--- src/hdl/prxreg_pkg.sv ---
/*
 package for the proximity sensor register set: offsets, reset values,
 command byte layout and the byte-stream carrier.
 assumes nothing beyond a SystemVerilog compiler.
*/
package prxreg_pkg;
	// register offsets
	localparam logic [4:0] OFF_ENABLE = 5'h00;
	localparam logic [4:0] OFF_PROX_INTEGRATION_TIME = 5'h02;
	localparam logic [4:0] OFF_WAIT = 5'h03;
	localparam logic [4:0] OFF_LOWL = 5'h08;
	localparam logic [4:0] OFF_LOWH = 5'h09;
	localparam logic [4:0] OFF_HIGHL = 5'h0a;
	localparam logic [4:0] OFF_HIGHH = 5'h0b;
	localparam logic [4:0] OFF_FILTER = 5'h0c;
	localparam logic [4:0] OFF_MISC = 5'h0d;
	localparam logic [4:0] OFF_PULSE = 5'h0e;
	localparam logic [4:0] OFF_GAIN = 5'h0f;
	localparam logic [4:0] OFF_IDENT = 5'h12;
	localparam logic [4:0] OFF_STATUS = 5'h13;
	localparam logic [4:0] OFF_RESL = 5'h18;
	localparam logic [4:0] OFF_RESH = 5'h19;
	localparam logic [4:0] OFF_CORR = 5'h1e;
	// reset values
	localparam logic [7:0] RST_ZERO = 8'h00;
	localparam logic [7:0] RST_TIME = 8'hff;
	localparam logic [7:0] RST_CORR = 8'h00;
	// arbitrary identity value, not any real part
	localparam logic [7:0] IDENT_DEFAULT = 8'h5a;
	// i2c slave address
	localparam logic [6:0] SLAVE_ADDR = 7'h39;
	// command byte fields
	localparam int CMD_BIT = 7;
	localparam int TYPE_HI = 6;
	localparam int TYPE_LO = 5;
	localparam logic [1:0] TYPE_REPEAT = 2'h0;
	localparam logic [1:0] TYPE_AUTOINC = 2'h1;
	localparam logic [1:0] TYPE_SPECIAL = 2'h3;
	localparam logic [4:0] SF_NOP = 5'h00;
	localparam logic [4:0] SF_PCLR_A = 5'h05;
	localparam logic [4:0] SF_PCLR_B = 5'h07;

	// one byte as delivered by the i2c framer
	typedef struct packed {
		logic start;
		logic write;
		logic [7:0] data;
	} prxreg_byte_t;

	// settings exported to the sensing core
	typedef struct packed {
		logic [7:0] enable;
		logic [7:0] prox_integration_time;
		logic [7:0] waitInterval;
		logic [15:0] lowLimit;
		logic [15:0] highLimit;
		logic [7:0] filterCount;
		logic [7:0] misc;
		logic [7:0] pulseCount;
		logic [7:0] gain;
		logic [7:0] correction;
	} prxreg_cfg_t;
endpackage

--- src/hdl/prxreg_cmd.sv ---
/*
 command byte decoder: splits a command byte into transfer type,
 address and the special-function clear.
 assumes the caller qualifies cmdValid with the command bit.
*/
`timescale 1ns/1ps
module prxreg_cmd (
	// command byte
	input wire logic [7:0] cmdByte,
	input wire logic cmdValid,
	// decoded
	output logic loadAddr,
	output logic [1:0] xferType,
	output logic [4:0] addr,
	output logic proxClear
);
	always_comb begin
		xferType = cmdByte[prxreg_pkg::TYPE_HI:prxreg_pkg::TYPE_LO];
		addr = cmdByte[4:0];
		loadAddr = 1'b0;
		proxClear = 1'b0;
		if (cmdValid) begin
			if (xferType == prxreg_pkg::TYPE_SPECIAL) begin
				// field is a function code, 00000 and reserved codes do nothing
				proxClear = (addr == prxreg_pkg::SF_PCLR_A) || (addr == prxreg_pkg::SF_PCLR_B);
			end else if (xferType == prxreg_pkg::TYPE_REPEAT
					|| xferType == prxreg_pkg::TYPE_AUTOINC) begin
				loadAddr = 1'b1;
			end
		end
	end
endmodule

--- src/hdl/prxreg_top.sv ---
/*
 register set of the proximity sensor behind an i2c slave byte framer.
 assumes an external framer delivers decoded bytes (start flag on the
 first data byte after the address) and asks for read bytes with rdReq.
*/
`timescale 1ns/1ps
module prxreg_top #(
	parameter logic [7:0] IDENT = prxreg_pkg::IDENT_DEFAULT
) (
	// clock and reset
	input wire logic clk,
	input wire logic rstn,
	// i2c framer side
	input wire logic [6:0] devAddr,
	input wire logic byteValid,
	input wire prxreg_pkg::prxreg_byte_t wrByte,
	input wire logic rdReq,
	output logic selected,
	output logic [7:0] rdData,
	// sensing core side
	input wire logic [15:0] proxResult,
	input wire logic [7:0] coreStatus,
	input wire logic proxIntSet,
	output prxreg_pkg::prxreg_cfg_t cfg,
	output logic proxIntPending,
	output logic proxIntClear
);
	prxreg_pkg::prxreg_cfg_t cfg_reg, cfg_next;
	logic [4:0] addr_reg, addr_next;
	logic [1:0] type_reg, type_next;
	logic [7:0] rdData_reg, rdData_next;
	logic pend_reg, pend_next;
	logic clr_reg, clr_next;
	logic isCmd, loadAddr, clrCmd;
	logic [1:0] decType;
	logic [4:0] decAddr;
	logic dataWr;

	function automatic logic [7:0] readMux(input logic [4:0] a,
			input prxreg_pkg::prxreg_cfg_t c, input logic [15:0] res,
			input logic [7:0] st, input logic [7:0] idv);
		logic [7:0] v;
		v = 8'h00;
		if (a == prxreg_pkg::OFF_ENABLE) v = c.enable;
		else if (a == prxreg_pkg::OFF_PROX_INTEGRATION_TIME) v = c.prox_integration_time;
		else if (a == prxreg_pkg::OFF_WAIT) v = c.waitInterval;
		else if (a == prxreg_pkg::OFF_LOWL) v = c.lowLimit[7:0];
		else if (a == prxreg_pkg::OFF_LOWH) v = c.lowLimit[15:8];
		else if (a == prxreg_pkg::OFF_HIGHL) v = c.highLimit[7:0];
		else if (a == prxreg_pkg::OFF_HIGHH) v = c.highLimit[15:8];
		else if (a == prxreg_pkg::OFF_FILTER) v = c.filterCount;
		else if (a == prxreg_pkg::OFF_MISC) v = c.misc;
		else if (a == prxreg_pkg::OFF_PULSE) v = c.pulseCount;
		else if (a == prxreg_pkg::OFF_GAIN) v = c.gain;
		else if (a == prxreg_pkg::OFF_IDENT) v = idv;
		else if (a == prxreg_pkg::OFF_STATUS) v = st;
		else if (a == prxreg_pkg::OFF_RESL) v = res[7:0];
		else if (a == prxreg_pkg::OFF_RESH) v = res[15:8];
		else if (a == prxreg_pkg::OFF_CORR) v = c.correction;
		return v;
	endfunction

	assign selected = (devAddr == prxreg_pkg::SLAVE_ADDR);
	// first written byte with bit 7 set is a command, otherwise data
	assign isCmd = selected && byteValid && wrByte.write && wrByte.start
		&& wrByte.data[prxreg_pkg::CMD_BIT];
	assign dataWr = selected && byteValid && wrByte.write && !isCmd;

	prxreg_cmd cmdDec (
		.cmdByte(wrByte.data),
		.cmdValid(isCmd),
		.loadAddr(loadAddr),
		.xferType(decType),
		.addr(decAddr),
		.proxClear(clrCmd)
	);

	always_comb begin
		cfg_next = cfg_reg;
		addr_next = addr_reg;
		type_next = type_reg;
		rdData_next = rdData_reg;
		// hardware set wins over a clear in the same cycle
		pend_next = proxIntSet | (pend_reg & ~clrCmd);
		clr_next = clrCmd;
		if (loadAddr) begin
			addr_next = decAddr;
			type_next = decType;
		end
		if (dataWr) begin
			// unmapped and read-only addresses fall through
			if (addr_reg == prxreg_pkg::OFF_ENABLE) cfg_next.enable = wrByte.data;
			else if (addr_reg == prxreg_pkg::OFF_PROX_INTEGRATION_TIME) cfg_next.prox_integration_time = wrByte.data;
			else if (addr_reg == prxreg_pkg::OFF_WAIT) cfg_next.waitInterval = wrByte.data;
			else if (addr_reg == prxreg_pkg::OFF_LOWL) cfg_next.lowLimit[7:0] = wrByte.data;
			else if (addr_reg == prxreg_pkg::OFF_LOWH) cfg_next.lowLimit[15:8] = wrByte.data;
			else if (addr_reg == prxreg_pkg::OFF_HIGHL) cfg_next.highLimit[7:0] = wrByte.data;
			else if (addr_reg == prxreg_pkg::OFF_HIGHH) cfg_next.highLimit[15:8] = wrByte.data;
			else if (addr_reg == prxreg_pkg::OFF_FILTER) cfg_next.filterCount = wrByte.data;
			else if (addr_reg == prxreg_pkg::OFF_MISC) cfg_next.misc = wrByte.data;
			else if (addr_reg == prxreg_pkg::OFF_PULSE) cfg_next.pulseCount = wrByte.data;
			else if (addr_reg == prxreg_pkg::OFF_GAIN) cfg_next.gain = wrByte.data;
			else if (addr_reg == prxreg_pkg::OFF_CORR) cfg_next.correction = wrByte.data;
		end
		if (selected && rdReq) begin
			// uses addr_reg: the address from the last repeat or auto-increment command, advanced after each access in auto-increment type
			rdData_next = readMux(addr_reg, cfg_reg, proxResult,
				{coreStatus[7:6], pend_reg, coreStatus[4:0]}, IDENT);
		end
		// five-bit address wraps at the top of the map
		if ((dataWr || (selected && rdReq)) && type_reg == prxreg_pkg::TYPE_AUTOINC) begin
			addr_next = addr_reg + 5'h01;
		end
		// repeated-byte type leaves addr_reg as it is
	end

	always_ff @(posedge clk or negedge rstn) begin
		if (!rstn) begin
			cfg_reg.enable <= prxreg_pkg::RST_ZERO;
			cfg_reg.prox_integration_time <= prxreg_pkg::RST_TIME;
			cfg_reg.waitInterval <= prxreg_pkg::RST_TIME;
			cfg_reg.lowLimit <= {prxreg_pkg::RST_ZERO, prxreg_pkg::RST_ZERO};
			cfg_reg.highLimit <= {prxreg_pkg::RST_ZERO, prxreg_pkg::RST_ZERO};
			cfg_reg.filterCount <= prxreg_pkg::RST_ZERO;
			cfg_reg.misc <= prxreg_pkg::RST_ZERO;
			cfg_reg.pulseCount <= prxreg_pkg::RST_ZERO;
			cfg_reg.gain <= prxreg_pkg::RST_ZERO;
			cfg_reg.correction <= prxreg_pkg::RST_CORR;
			addr_reg <= 5'h00;
			type_reg <= prxreg_pkg::TYPE_REPEAT;
			rdData_reg <= 8'h00;
			pend_reg <= 1'b0;
			clr_reg <= 1'b0;
		end else begin
			cfg_reg <= cfg_next;
			addr_reg <= addr_next;
			type_reg <= type_next;
			rdData_reg <= rdData_next;
			pend_reg <= pend_next;
			clr_reg <= clr_next;
		end
	end

	assign cfg = cfg_reg;
	assign rdData = rdData_reg;
	assign proxIntPending = pend_reg;
	assign proxIntClear = clr_reg;
endmodule
--- config.mk ---
export PLATFORM = sky130hd
export DESIGN_NAME = prxreg_top
export DESIGN_NICKNAME = d
export VERILOG_FILES = /design/src/hdl/prxreg_pkg.sv /design/src/hdl/prxreg_cmd.sv /design/src/hdl/prxreg_top.sv
export SDC_FILE = /design/constraint.sdc
export NUM_CORES = 1
export LEC_CHECK = 0
export ABC_AREA = 0
export CAP_MARGIN = 20
export CELL_PAD_IN_SITES_DETAIL_PLACEMENT = 0
export CELL_PAD_IN_SITES_GLOBAL_PLACEMENT = 1
export CORE_MARGIN = 3
export CORE_UTILIZATION = 40
export CTS_CLUSTER_DIAMETER = 100
export DETAILED_ROUTE_END_ITERATION = 8
export DONT_BUFFER_PORTS = 1
export GPL_ROUTABILITY_DRIVEN = 0
export PLACE_DENSITY_LB_ADDON = 0.08
export REMOVE_ABC_BUFFERS = 1
export SLEW_MARGIN = 20
export SYNTH_ARGS = -nofsm -noshare
export SYNTH_HDL_FRONTEND = slang
export SYNTH_HIERARCHICAL = 1
export SYNTH_SLANG_ARGS = --single-unit
export TNS_END_PERCENT = 10
--- constraint.sdc ---
create_clock -name clk -period 6.8 [get_ports clk]
set_clock_uncertainty 0.15 [all_clocks]
set_input_delay 1.7 -clock clk [delete_from_list [all_inputs] [get_ports clk]]
set_output_delay 1.7 -clock clk [all_outputs]
set_load 0.05 [all_outputs]
# Word-level counts from Yosys, hierarchy flattened
# Cells that the tools add are included.
# totals
reg_bits,113
inputBits,46
output_inout_bits,107
elab_cells,102
# op_classes
add_sub_neg,1
eq_ne,21
n_mux,23
n_bitwise,14
reduce_logical,26
# ops
cell,n
$mux W8,16
$eq A5 B4 Y1 const B,8
$eq A5 B5 Y1 const B,5
$reduce_and A13 Y1,1
$not A1 Y1,12
$reduce_and A12 Y1,1
$reduce_and A11 Y1,1
$eq A5 B2 Y1 const B,2
$eq A5 B3 Y1 const B,2
$mux W5,2
$reduce_and A10 Y1,1
$reduce_and A9 Y1,1
$reduce_and A8 Y1,1
$eq A7 B6 Y1 const B,1
$logic_and A1 B1 Y1,7
$reduce_and A7 Y1,1
$reduce_and A6 Y1,1
$add A5 B1 Y5 const B,1
$logic_not A5 Y1,1
$mux W1,5
$reduce_and A5 Y1,1
$eq A2 B1 Y1 const B,2
$reduce_and A4 Y1,1
$logic_or A1 B1 Y1,3
other kinds (8),8

# Longest topological paths before layout
# Gate-level depths: netlist of run 1.
# depth
depth_word,17
mapped_depth,13
mapped_depth_nobuf,9

# Cells and area by module
# The synthesis of run 1 kept the hierarchy.
# modules_own_cells
mod,instances,cells_each,area_per_inst_um2,seq_area_each_um2
prxreg_top,1,547,6100.9,2847.7
prxreg_cmd,1,11,81.3,0.0

# Least setup slack after synthesis of run 1
# OpenSTA, ideal clock, no wires.
# synth_timing
kind,input to output
from,in devAddr[2]
to,out selected
arrival_time_ns,2.656
t_required_ns,4.950
path_slack_ns,2.294
stages,2
path_cell_list,nand4bb_4 -> nor2_1
# synth_via
elab_chain_cells,1
# synth_lines
element,line,text
start: declaration,prxreg_top.sv:14,"input wire logic [6:0] devAddr,"
$eq A7 B6 Y1,prxreg_top.sv:63,assign selected = (devAddr == prxreg_pkg::SLAVE_ADDR);
end: declaration,prxreg_top.sv:18,"output logic selected,"
# No other way between the ends.

# Worst setup path after layout of run 1
# layout_timing
from,in devAddr[1]
to,out selected
# The elaborated chain is that of the path after synthesis.

==> results of run 1 <==
[path summary, 6_finish.rpt]
check                          endpoint  cells past startpoint  slack (ns)   startpoint
min in group asynchronous  proxIntClear                      0        0.83         rstn
min reg2reg                 type_reg[0]                      1        0.35  type_reg[0]
min                         type_reg[0]                      1        0.35  type_reg[0]
max in group asynchronous       cfg[76]                      0        5.36         rstn
max reg2reg                   rdData[5]                      9        3.56  addr_reg[0]
max                            selected                      2        2.25   devAddr[1]
[layer usage]
layer | global-route usage | vias up | share of wire
li1 | - | 2052 | -
met4 | 0.102 | 0 | 0.030
met1 | 0.343 | 2394 | 0.44
met3 | 0.0843 | 29 | 0.081
met2 | 0.380 | 171 | 0.45
met5 | 0 | - | 0
[worst reg2reg max path, cell delays in order (launching register included)]
cell and delay (ns):
sky130_fd_sc_hd__dfrtp_1 0.44, sky130_fd_sc_hd__ha_1 0.43, sky130_fd_sc_hd__inv_1 0.24, sky130_fd_sc_hd__nor2_1 0.15
sky130_fd_sc_hd__ha_1 0.50, sky130_fd_sc_hd__a31oi_1 0.16, sky130_fd_sc_hd__o221ai_1 0.14, sky130_fd_sc_hd__a21oi_1 0.18
sky130_fd_sc_hd__a2111oi_0 0.57, sky130_fd_sc_hd__o21ai_1 0.14
[synthesized netlist by cell type (7+ instances only)]
cell                       count
sky130_fd_sc_hd__nand3b_1      7
sky130_fd_sc_hd__inv_1        11
sky130_fd_sc_hd__buf_2        10
sky130_fd_sc_hd__mux2i_1       7
sky130_fd_sc_hd__mux2_2      100
sky130_fd_sc_hd__buf_4        10
sky130_fd_sc_hd__a221oi_1     12
sky130_fd_sc_hd__nand2_1      35
sky130_fd_sc_hd__o21ai_0      24
sky130_fd_sc_hd__dfrtp_1      97
sky130_fd_sc_hd__nor3_1       10
sky130_fd_sc_hd__nor2b_1      10
sky130_fd_sc_hd__nand3_1      11
sky130_fd_sc_hd__nor2_1       26
sky130_fd_sc_hd__dfstp_2      16
sky130_fd_sc_hd__a21oi_1      24
sky130_fd_sc_hd__clkbuf_1     21
[stage by stage]
stage	hold slack, ns	setup slack (ns)	std cells	utilization	cell area, sq um
after floorplan	0.323	2.29	513	-	5950
after detailed placement	0.339	2.24	703	0.420	6220
after global routing	0.380	2.18	735	0.465	6880
after CTS	0.352	2.24	735	0.465	6880
final	0.350	2.25	735	0.465	6880
after global placement	0.333	2.25	703	0.420	6220
[cell type report]
type,instances,area [sq um]
tap,184,230
multi-input combinational,389,3060
timing repair buffer,6,45.0
fill,1444,7930
clock inverter,15,231
inverter,11,41.3
sequential,113,2850
clock buffer,17,425
[cell usage in the layout, fill, tap and decap left out, drive strengths merged, types with 7 or more instances in the layout]
master / count
nand3: 15
dfstp: 16
nor3: 16
nor2: 28
nand2: 40
clkbuf: 17
mux2: 100
dfrtp: 97
nor2b: 10
inv: 14
mux2i: 7
nand3b: 8
o21ai: 30
a21oi: 24
a221oi: 12
[logic make-up after synthesis]
family | after synthesis | share of synthesized area
AO/OA/AOI/OAI | 125 | 0.138
multiplexers | 107 | 0.193
adder cells (fa/ha/maj) | 5 | 0.0101
AND/OR/NAND/NOR | 152 | 0.153
flip-flops | 113 | 0.461
buffers and inverters | 56 | 0.0447
[power by group]
| group | leakage (nW) | total [mW] | internal [mW] | switching, mW |
|---|---|---|---|---|
| sequential | 1.50 | 0.701 | 0.678 | 0.0228 |
| combinational | 1.27 | 0.0337 | 0.0143 | 0.0194 |
| clock | 0.314 | 0.998 | 0.654 | 0.343 |
==> impl_metrics.prom, run 1 <==
# TYPE chip_impl_metric gauge
chip_impl_metric{name="timing_max_transition_violations_final",unit=""} 0
chip_impl_metric{name="antenna_found_initial",unit=""} 0
chip_impl_metric{name="drt-pass1-iter-count",unit=""} 4
chip_impl_metric{name="cts_num_sinks",unit=""} 113
chip_impl_metric{name="wl_per_cell",unit="um"} 28.5
chip_impl_metric{name="initial_core_util",unit=""} 0.417
chip_impl_info{name="setup.worst_path.end_class",value="primary output"} 1
chip_impl_metric{name="yosysTopAreaCellShare",unit=""} 0.393
chip_impl_metric{name="avgSynthCellArea",unit="sq um"} 11.1
chip_impl_metric{name="ys_seq_area_frac",unit=""} 0.461
chip_impl_metric{name="hpwlAfterDp",unit="um"} 14400
chip_impl_metric{name="ys_types",unit=""} 70
chip_impl_info{name="status",value="completed"} 1
chip_impl_metric{name="dr_total_vias",unit=""} 4646
chip_impl_info{name="cts_root_buffer",value="sky130_fd_sc_hd__clkbuf_16"} 1
chip_impl_metric{name="floorplan.rows",unit=""} 44
chip_impl_metric{name="groute.usage.overall",unit=""} 0.255
chip_impl_info{name="postSynth.topFlopCell",value="sky130_fd_sc_hd__dfrtp_1"} 1
chip_impl_metric{name="clk_transition_reported_paths",unit="ns"} 0.05
chip_impl_metric{name="share_of_final_layout_standard_cells_stronger_than_drive_strength_1",unit=""} 0.330
chip_impl_info{name="criticalPathCategory",value="in2out"} 1
chip_impl_metric{name="fraction_of_synthesis_flops_using_an_asynchronous_set_or_reset_pin",unit=""} 1.00
chip_impl_metric{name="postCtsSetupBuffers",unit=""} 0
chip_impl_metric{name="fp.dieH",unit="um"} 130
chip_impl_metric{name="buffer_ports.inserted",unit=""} 0
chip_impl_metric{name="synth_edf_count",unit=""} 0
chip_impl_metric{name="finalWirelength",unit="um"} 21000
chip_impl_metric{name="syn-cell-area",unit="sq mm"} 0.00618
chip_impl_metric{name="leakage_power",unit="nW"} 3.09
chip_impl_metric{name="crit_required",unit="ns"} 4.95
chip_impl_metric{name="floorplan.core_area",unit="sq mm"} 0.0148
chip_impl_metric{name="fin_setup_tns",unit="ns"} 0
chip_impl_info{name="setup.worst_path.start_class",value="primary input"} 1
chip_impl_metric{name="syn2layout_area_growth",unit="%"} 11.3
chip_impl_metric{name="relative_slew_margins",unit=""} 0.366
chip_impl_metric{name="clkLatencyLatePin",unit="ns"} 0.42
chip_impl_metric{name="worst_slew_pin_slew",unit="ns"} 0.947
chip_impl_info{name="netlist.top_cell.by_area",value="sky130_fd_sc_hd__dfrtp_1"} 1
chip_impl_metric{name="drt_first_iter_violations",unit=""} 235
chip_impl_metric{name="fmaxAchievable",unit="GHz"} 0.220
chip_impl_metric{name="crit_path_max_fanout",unit=""} 4
chip_impl_metric{name="max_stage_delay",unit="ns"} 0.77
chip_impl_metric{name="antennaDiodeCount",unit=""} 0
chip_impl_info{name="tritoncts_clock_tree",value="done"} 1
chip_impl_info{name="cp_cell_sequence",value="nand3b_1 > nor2_1"} 1
chip_impl_metric{name="power.ir.vdd_worst",unit="mV"} 0.159
chip_impl_metric{name="numCtsBuffers",unit=""} 17
chip_impl_metric{name="antenna_left",unit=""} 0
chip_impl_info{name="worst_path_slowest_cell",value="sky130_fd_sc_hd__nor2_1"} 1
chip_impl_metric{name="cts-hold-fix-buffers",unit=""} 0
chip_impl_metric{name="final.min_clock_period",unit="ns"} 4.55
chip_impl_metric{name="setup_viol_count_final",unit=""} 0
chip_impl_info{name="holdCritPathClass",value="reg2reg"} 1
chip_impl_metric{name="drc",unit=""} 0
chip_impl_info{name="unrepaired_setup_endpoints_after_global_routing",value="no"} 1
chip_impl_metric{name="post-layout-total-power",unit="mW"} 1.73
chip_impl_metric{name="final.period_utilization",unit=""} 0.669
chip_impl_metric{name="grt_pass1_wl",unit="um"} 31700
chip_impl_info{name="ys_top_cells_by_area",value="sky130_fd_sc_hd__dfrtp_1 (39%), sky130_fd_sc_hd__mux2_2 (18%), sky130_fd_sc_hd__dfstp_2 (6.8%), sky130_fd_sc_hd__nand2_1 (2.1%), sky130_fd_sc_hd__a21oi_1 (1.9%)"} 1
chip_impl_metric{name="grt_pass1_vias",unit=""} 4999
chip_impl_metric{name="synth-seq-cells",unit=""} 113
chip_impl_metric{name="design.die.area",unit="sq mm"} 0.0170
chip_impl_metric{name="globalRoute.totalOverflow",unit=""} 0
chip_impl_metric{name="hold_viol_final",unit=""} 0
chip_impl_metric{name="syn-instance-count",unit=""} 558
chip_impl_metric{name="critical_path_buf_inv_count",unit=""} 0
chip_impl_metric{name="dieWidth",unit="um"} 130
chip_impl_metric{name="cp_data_arrival_time",unit="ns"} 2.70
chip_impl_metric{name="grt_max_degree",unit=""} 114
chip_impl_metric{name="boundaryPins",unit=""} 153
chip_impl_metric{name="routed_via_density",unit=""} 6.32
chip_impl_info{name="crit_family",value="simple AND/OR/NAND/NOR gates"} 1
chip_impl_metric{name="power-per-cell-area",unit="mW/mm^2"} 252
chip_impl_metric{name="htree_num_levels",unit=""} 4
chip_impl_metric{name="synthesis.yosys.warnings",unit=""} 6
chip_impl_metric{name="cts_buffer_depth",unit=""} 2
chip_impl_metric{name="drv_cap",unit=""} 0
chip_impl_metric{name="finalNetCount",unit=""} 589
chip_impl_metric{name="largest_reg_flops",unit=""} 96
chip_impl_metric{name="cts.repair.resized",unit=""} 0
(Power assumes the default switching activity.)
==> run 2, diff against run 1 <==
==> constraint.sdc (replaced) <==
create_clock -name clk -period 4.4 [get_ports clk]
set_clock_uncertainty 0.15 [all_clocks]
set_input_delay 1.1 -clock clk [delete_from_list [all_inputs] [get_ports clk]]
set_output_delay 1.1 -clock clk [all_outputs]
set_load 0.05 [all_outputs]
==> impl_metrics.prom, run 2 (synthesis gave the netlist of run 1 again) <==
# TYPE chip_impl_metric gauge
chip_impl_info{name="unrepaired_setup_endpoints_after_global_routing",value="no"} 1
chip_impl_metric{name="routed_via_density",unit=""} 6.27
chip_impl_metric{name="grt_max_degree",unit=""} 114
chip_impl_metric{name="cts.repair.resized",unit=""} 0
chip_impl_metric{name="cts_buffer_depth",unit=""} 2
chip_impl_metric{name="grt_pass1_wl",unit="um"} 30800
chip_impl_metric{name="postCtsSetupBuffers",unit=""} 0
chip_impl_metric{name="power_report.internal_total",unit="mW"} 2.00
chip_impl_metric{name="power.net_switching",unit="mW"} 0.537
chip_impl_info{name="setup.worst_path.start_class",value="flop"} 1
chip_impl_metric{name="combPwrFrac",unit=""} 0.021
chip_impl_metric{name="drt_first_iter_violations",unit=""} 291
chip_impl_info{name="setup.worst_path.end_class",value="flop"} 1
chip_impl_metric{name="design_area",unit="sq mm"} 0.00683
chip_impl_metric{name="boundaryPins",unit=""} 153
chip_impl_metric{name="timing_max_transition_violations_final",unit=""} 0
chip_impl_metric{name="final.min_clock_period",unit="ns"} 3.25
chip_impl_metric{name="power-per-cell-area",unit="mW/mm^2"} 372
chip_impl_info{name="tritoncts_clock_tree",value="done"} 1
chip_impl_metric{name="finalWirelength",unit="um"} 20600
chip_impl_metric{name="wl_per_cell",unit="um"} 28.0
chip_impl_metric{name="crit_required",unit="ns"} 4.58
chip_impl_metric{name="drt-pass1-iter-count",unit=""} 5
chip_impl_metric{name="clk_transition_reported_paths",unit="ns"} 0.05
chip_impl_info{name="worstReg2RegStart",value="addr_reg[0]"} 1
chip_impl_metric{name="leakage_power",unit="nW"} 3.08
chip_impl_metric{name="final.period_utilization",unit=""} 0.739
chip_impl_info{name="crit_path_start",value="addr_reg[0]"} 1
chip_impl_metric{name="relative_slew_margins",unit=""} 0.373
chip_impl_info{name="criticalPathCategory",value="reg2reg"} 1
chip_impl_metric{name="share_of_final_layout_standard_cells_stronger_than_drive_strength_1",unit=""} 0.322
chip_impl_metric{name="cts_num_sinks",unit=""} 113
chip_impl_metric{name="syn2layout_area_growth",unit="%"} 10.5
chip_impl_metric{name="worst_slew_pin_slew",unit="ns"} 0.940
chip_impl_metric{name="floorplan.rows",unit=""} 44
chip_impl_metric{name="numCtsBuffers",unit=""} 17
chip_impl_metric{name="finalWorstSetupSlack",unit="ns"} 1.15
chip_impl_metric{name="placedInstanceArea",unit="sq mm"} 0.00624
chip_impl_metric{name="fp.dieH",unit="um"} 130
chip_impl_metric{name="dieWidth",unit="um"} 130
chip_impl_metric{name="power.clock.fraction",unit=""} 0.553
chip_impl_info{name="leading_cell_types_in_the_layout_fill_and_taps_excluded",value="sky130_fd_sc_hd__mux2_2 (100), sky130_fd_sc_hd__dfrtp_1 (97), sky130_fd_sc_hd__nand2_1 (35)"} 1
chip_impl_metric{name="htree_num_levels",unit=""} 4
chip_impl_metric{name="cts-hold-fix-buffers",unit=""} 0
chip_impl_metric{name="drc",unit=""} 0
chip_impl_metric{name="antenna_left",unit=""} 0
chip_impl_info{name="status",value="completed"} 1
chip_impl_info{name="holdCritPathClass",value="in2async"} 1
chip_impl_metric{name="antenna_found_initial",unit=""} 0
chip_impl_metric{name="hpwlAfterDp",unit="um"} 14400
chip_impl_metric{name="fmaxAchievable",unit="GHz"} 0.307
chip_impl_metric{name="initial_core_util",unit=""} 0.417
chip_impl_metric{name="crit_path_max_fanout",unit=""} 20
chip_impl_metric{name="grt_pass1_vias",unit=""} 4813
chip_impl_metric{name="seq_power_share",unit=""} 0.427
chip_impl_metric{name="antennaDiodeCount",unit=""} 0
chip_impl_metric{name="fin_setup_tns",unit="ns"} 0
chip_impl_metric{name="dr_total_vias",unit=""} 4618
chip_impl_metric{name="buffer_ports.inserted",unit=""} 0
chip_impl_metric{name="power_switching_share",unit=""} 0.211
chip_impl_metric{name="groute.usage.overall",unit=""} 0.248
chip_impl_metric{name="design.die.area",unit="sq mm"} 0.0170
chip_impl_metric{name="globalRoute.totalOverflow",unit=""} 0
chip_impl_metric{name="setup_viol_count_final",unit=""} 0
chip_impl_metric{name="cp_data_arrival_time",unit="ns"} 3.43
chip_impl_metric{name="floorplan.core_area",unit="sq mm"} 0.0148
chip_impl_info{name="cts_root_buffer",value="sky130_fd_sc_hd__clkbuf_16"} 1
chip_impl_metric{name="clkLatencyLatePin",unit="ns"} 0.41
chip_impl_metric{name="drv_cap",unit=""} 0
chip_impl_metric{name="finalNetCount",unit=""} 591
chip_impl_metric{name="hold_viol_final",unit=""} 0
chip_impl_info{name="layout.cells.most_common",value="sky130_fd_sc_hd__mux2_2"} 1
chip_impl_metric{name="largest_reg_flops",unit=""} 96
chip_impl_metric{name="power.ir.vdd_worst",unit="mV"} 0.254
chip_impl_metric{name="place_ws",unit="ns"} 1.13
[run 2: changes by cell type in the layout (fill, tap and decap cells not counted), sizes merged]
cell	delta
inv	-3
clkinvlp	-2
buf	+2
clkinv	-2
bufinv	-2
clkbuf	+9
[run 2: path summary, 6_finish.rpt]
path	endpoint	slack [ns]	cells past startpoint
setup / recovery	rdData[7]	1.15	9
hold / removal	proxIntClear	0.24	0
setup reg to reg	rdData[7]	1.15	9
hold reg to reg	type_reg[0]	0.35	1
max in group asynchronous	cfg[72]	3.61	0
min in group clk	type_reg[0]	0.35	1
[run 2: final cells by class]
cell class	instances	area, sq um
timing repair buffer	8	60.1
multi-input combinational	389	3060
clock buffer	26	489
tap	184	230
fill	1426	7980
clock inverter	6	105
inverter	11	41.3
sequential	113	2850
[run 2: power groups by stage]
stage               clock (mW)  sequential [mW]  combinational (mW)
global placement             0             1.10              0.0516
CTS                       1.43             1.08              0.0523
global route              1.48             1.08              0.0569
detailed placement           0             1.10              0.0522
floorplan                    0             1.10              0.0353
finish                    1.40             1.08              0.0525
[run 2: per-layer routing]
metal / part of all wire / routed length (um) / up-vias / GRT usage
li1: - / - / 2058 / -
met1: 0.45 / 9260 / 2356 / 0.344
met2: 0.46 / 9400 / 181 / 0.372
met3: 0.075 / 1540 / 23 / 0.0790
met4: 0.021 / 425 / 0 / 0.0758
met5: 0 / 0 / - / 0
[run 2: critical path: stages, from the launching register on]
cell	delay [ns]
sky130_fd_sc_hd__dfrtp_1	0.43
sky130_fd_sc_hd__inv_1	0.11
sky130_fd_sc_hd__ha_1	0.78
sky130_fd_sc_hd__nor4bb_1	0.49
sky130_fd_sc_hd__buf_4	0.24
sky130_fd_sc_hd__a221oi_1	0.09
sky130_fd_sc_hd__a221oi_1	0.29
sky130_fd_sc_hd__o21ai_1	0.18
sky130_fd_sc_hd__a31o_2	0.25
sky130_fd_sc_hd__a31oi_1	0.16
[run 2: metrics by stage]
| step | std cells | power (mW) | hold WS, ns | util |
|---|---|---|---|---|
| floorplan | 513 | 1.14 | 0.323 | - |
| global placement | 705 | 1.15 | 0.333 | 0.421 |
| detailed placement | 705 | 1.15 | 0.340 | 0.421 |
| CTS | 737 | 2.57 | 0.219 | 0.461 |
| global route | 737 | 2.62 | 0.219 | 0.461 |
| finish | 737 | 2.54 | 0.239 | 0.461 |
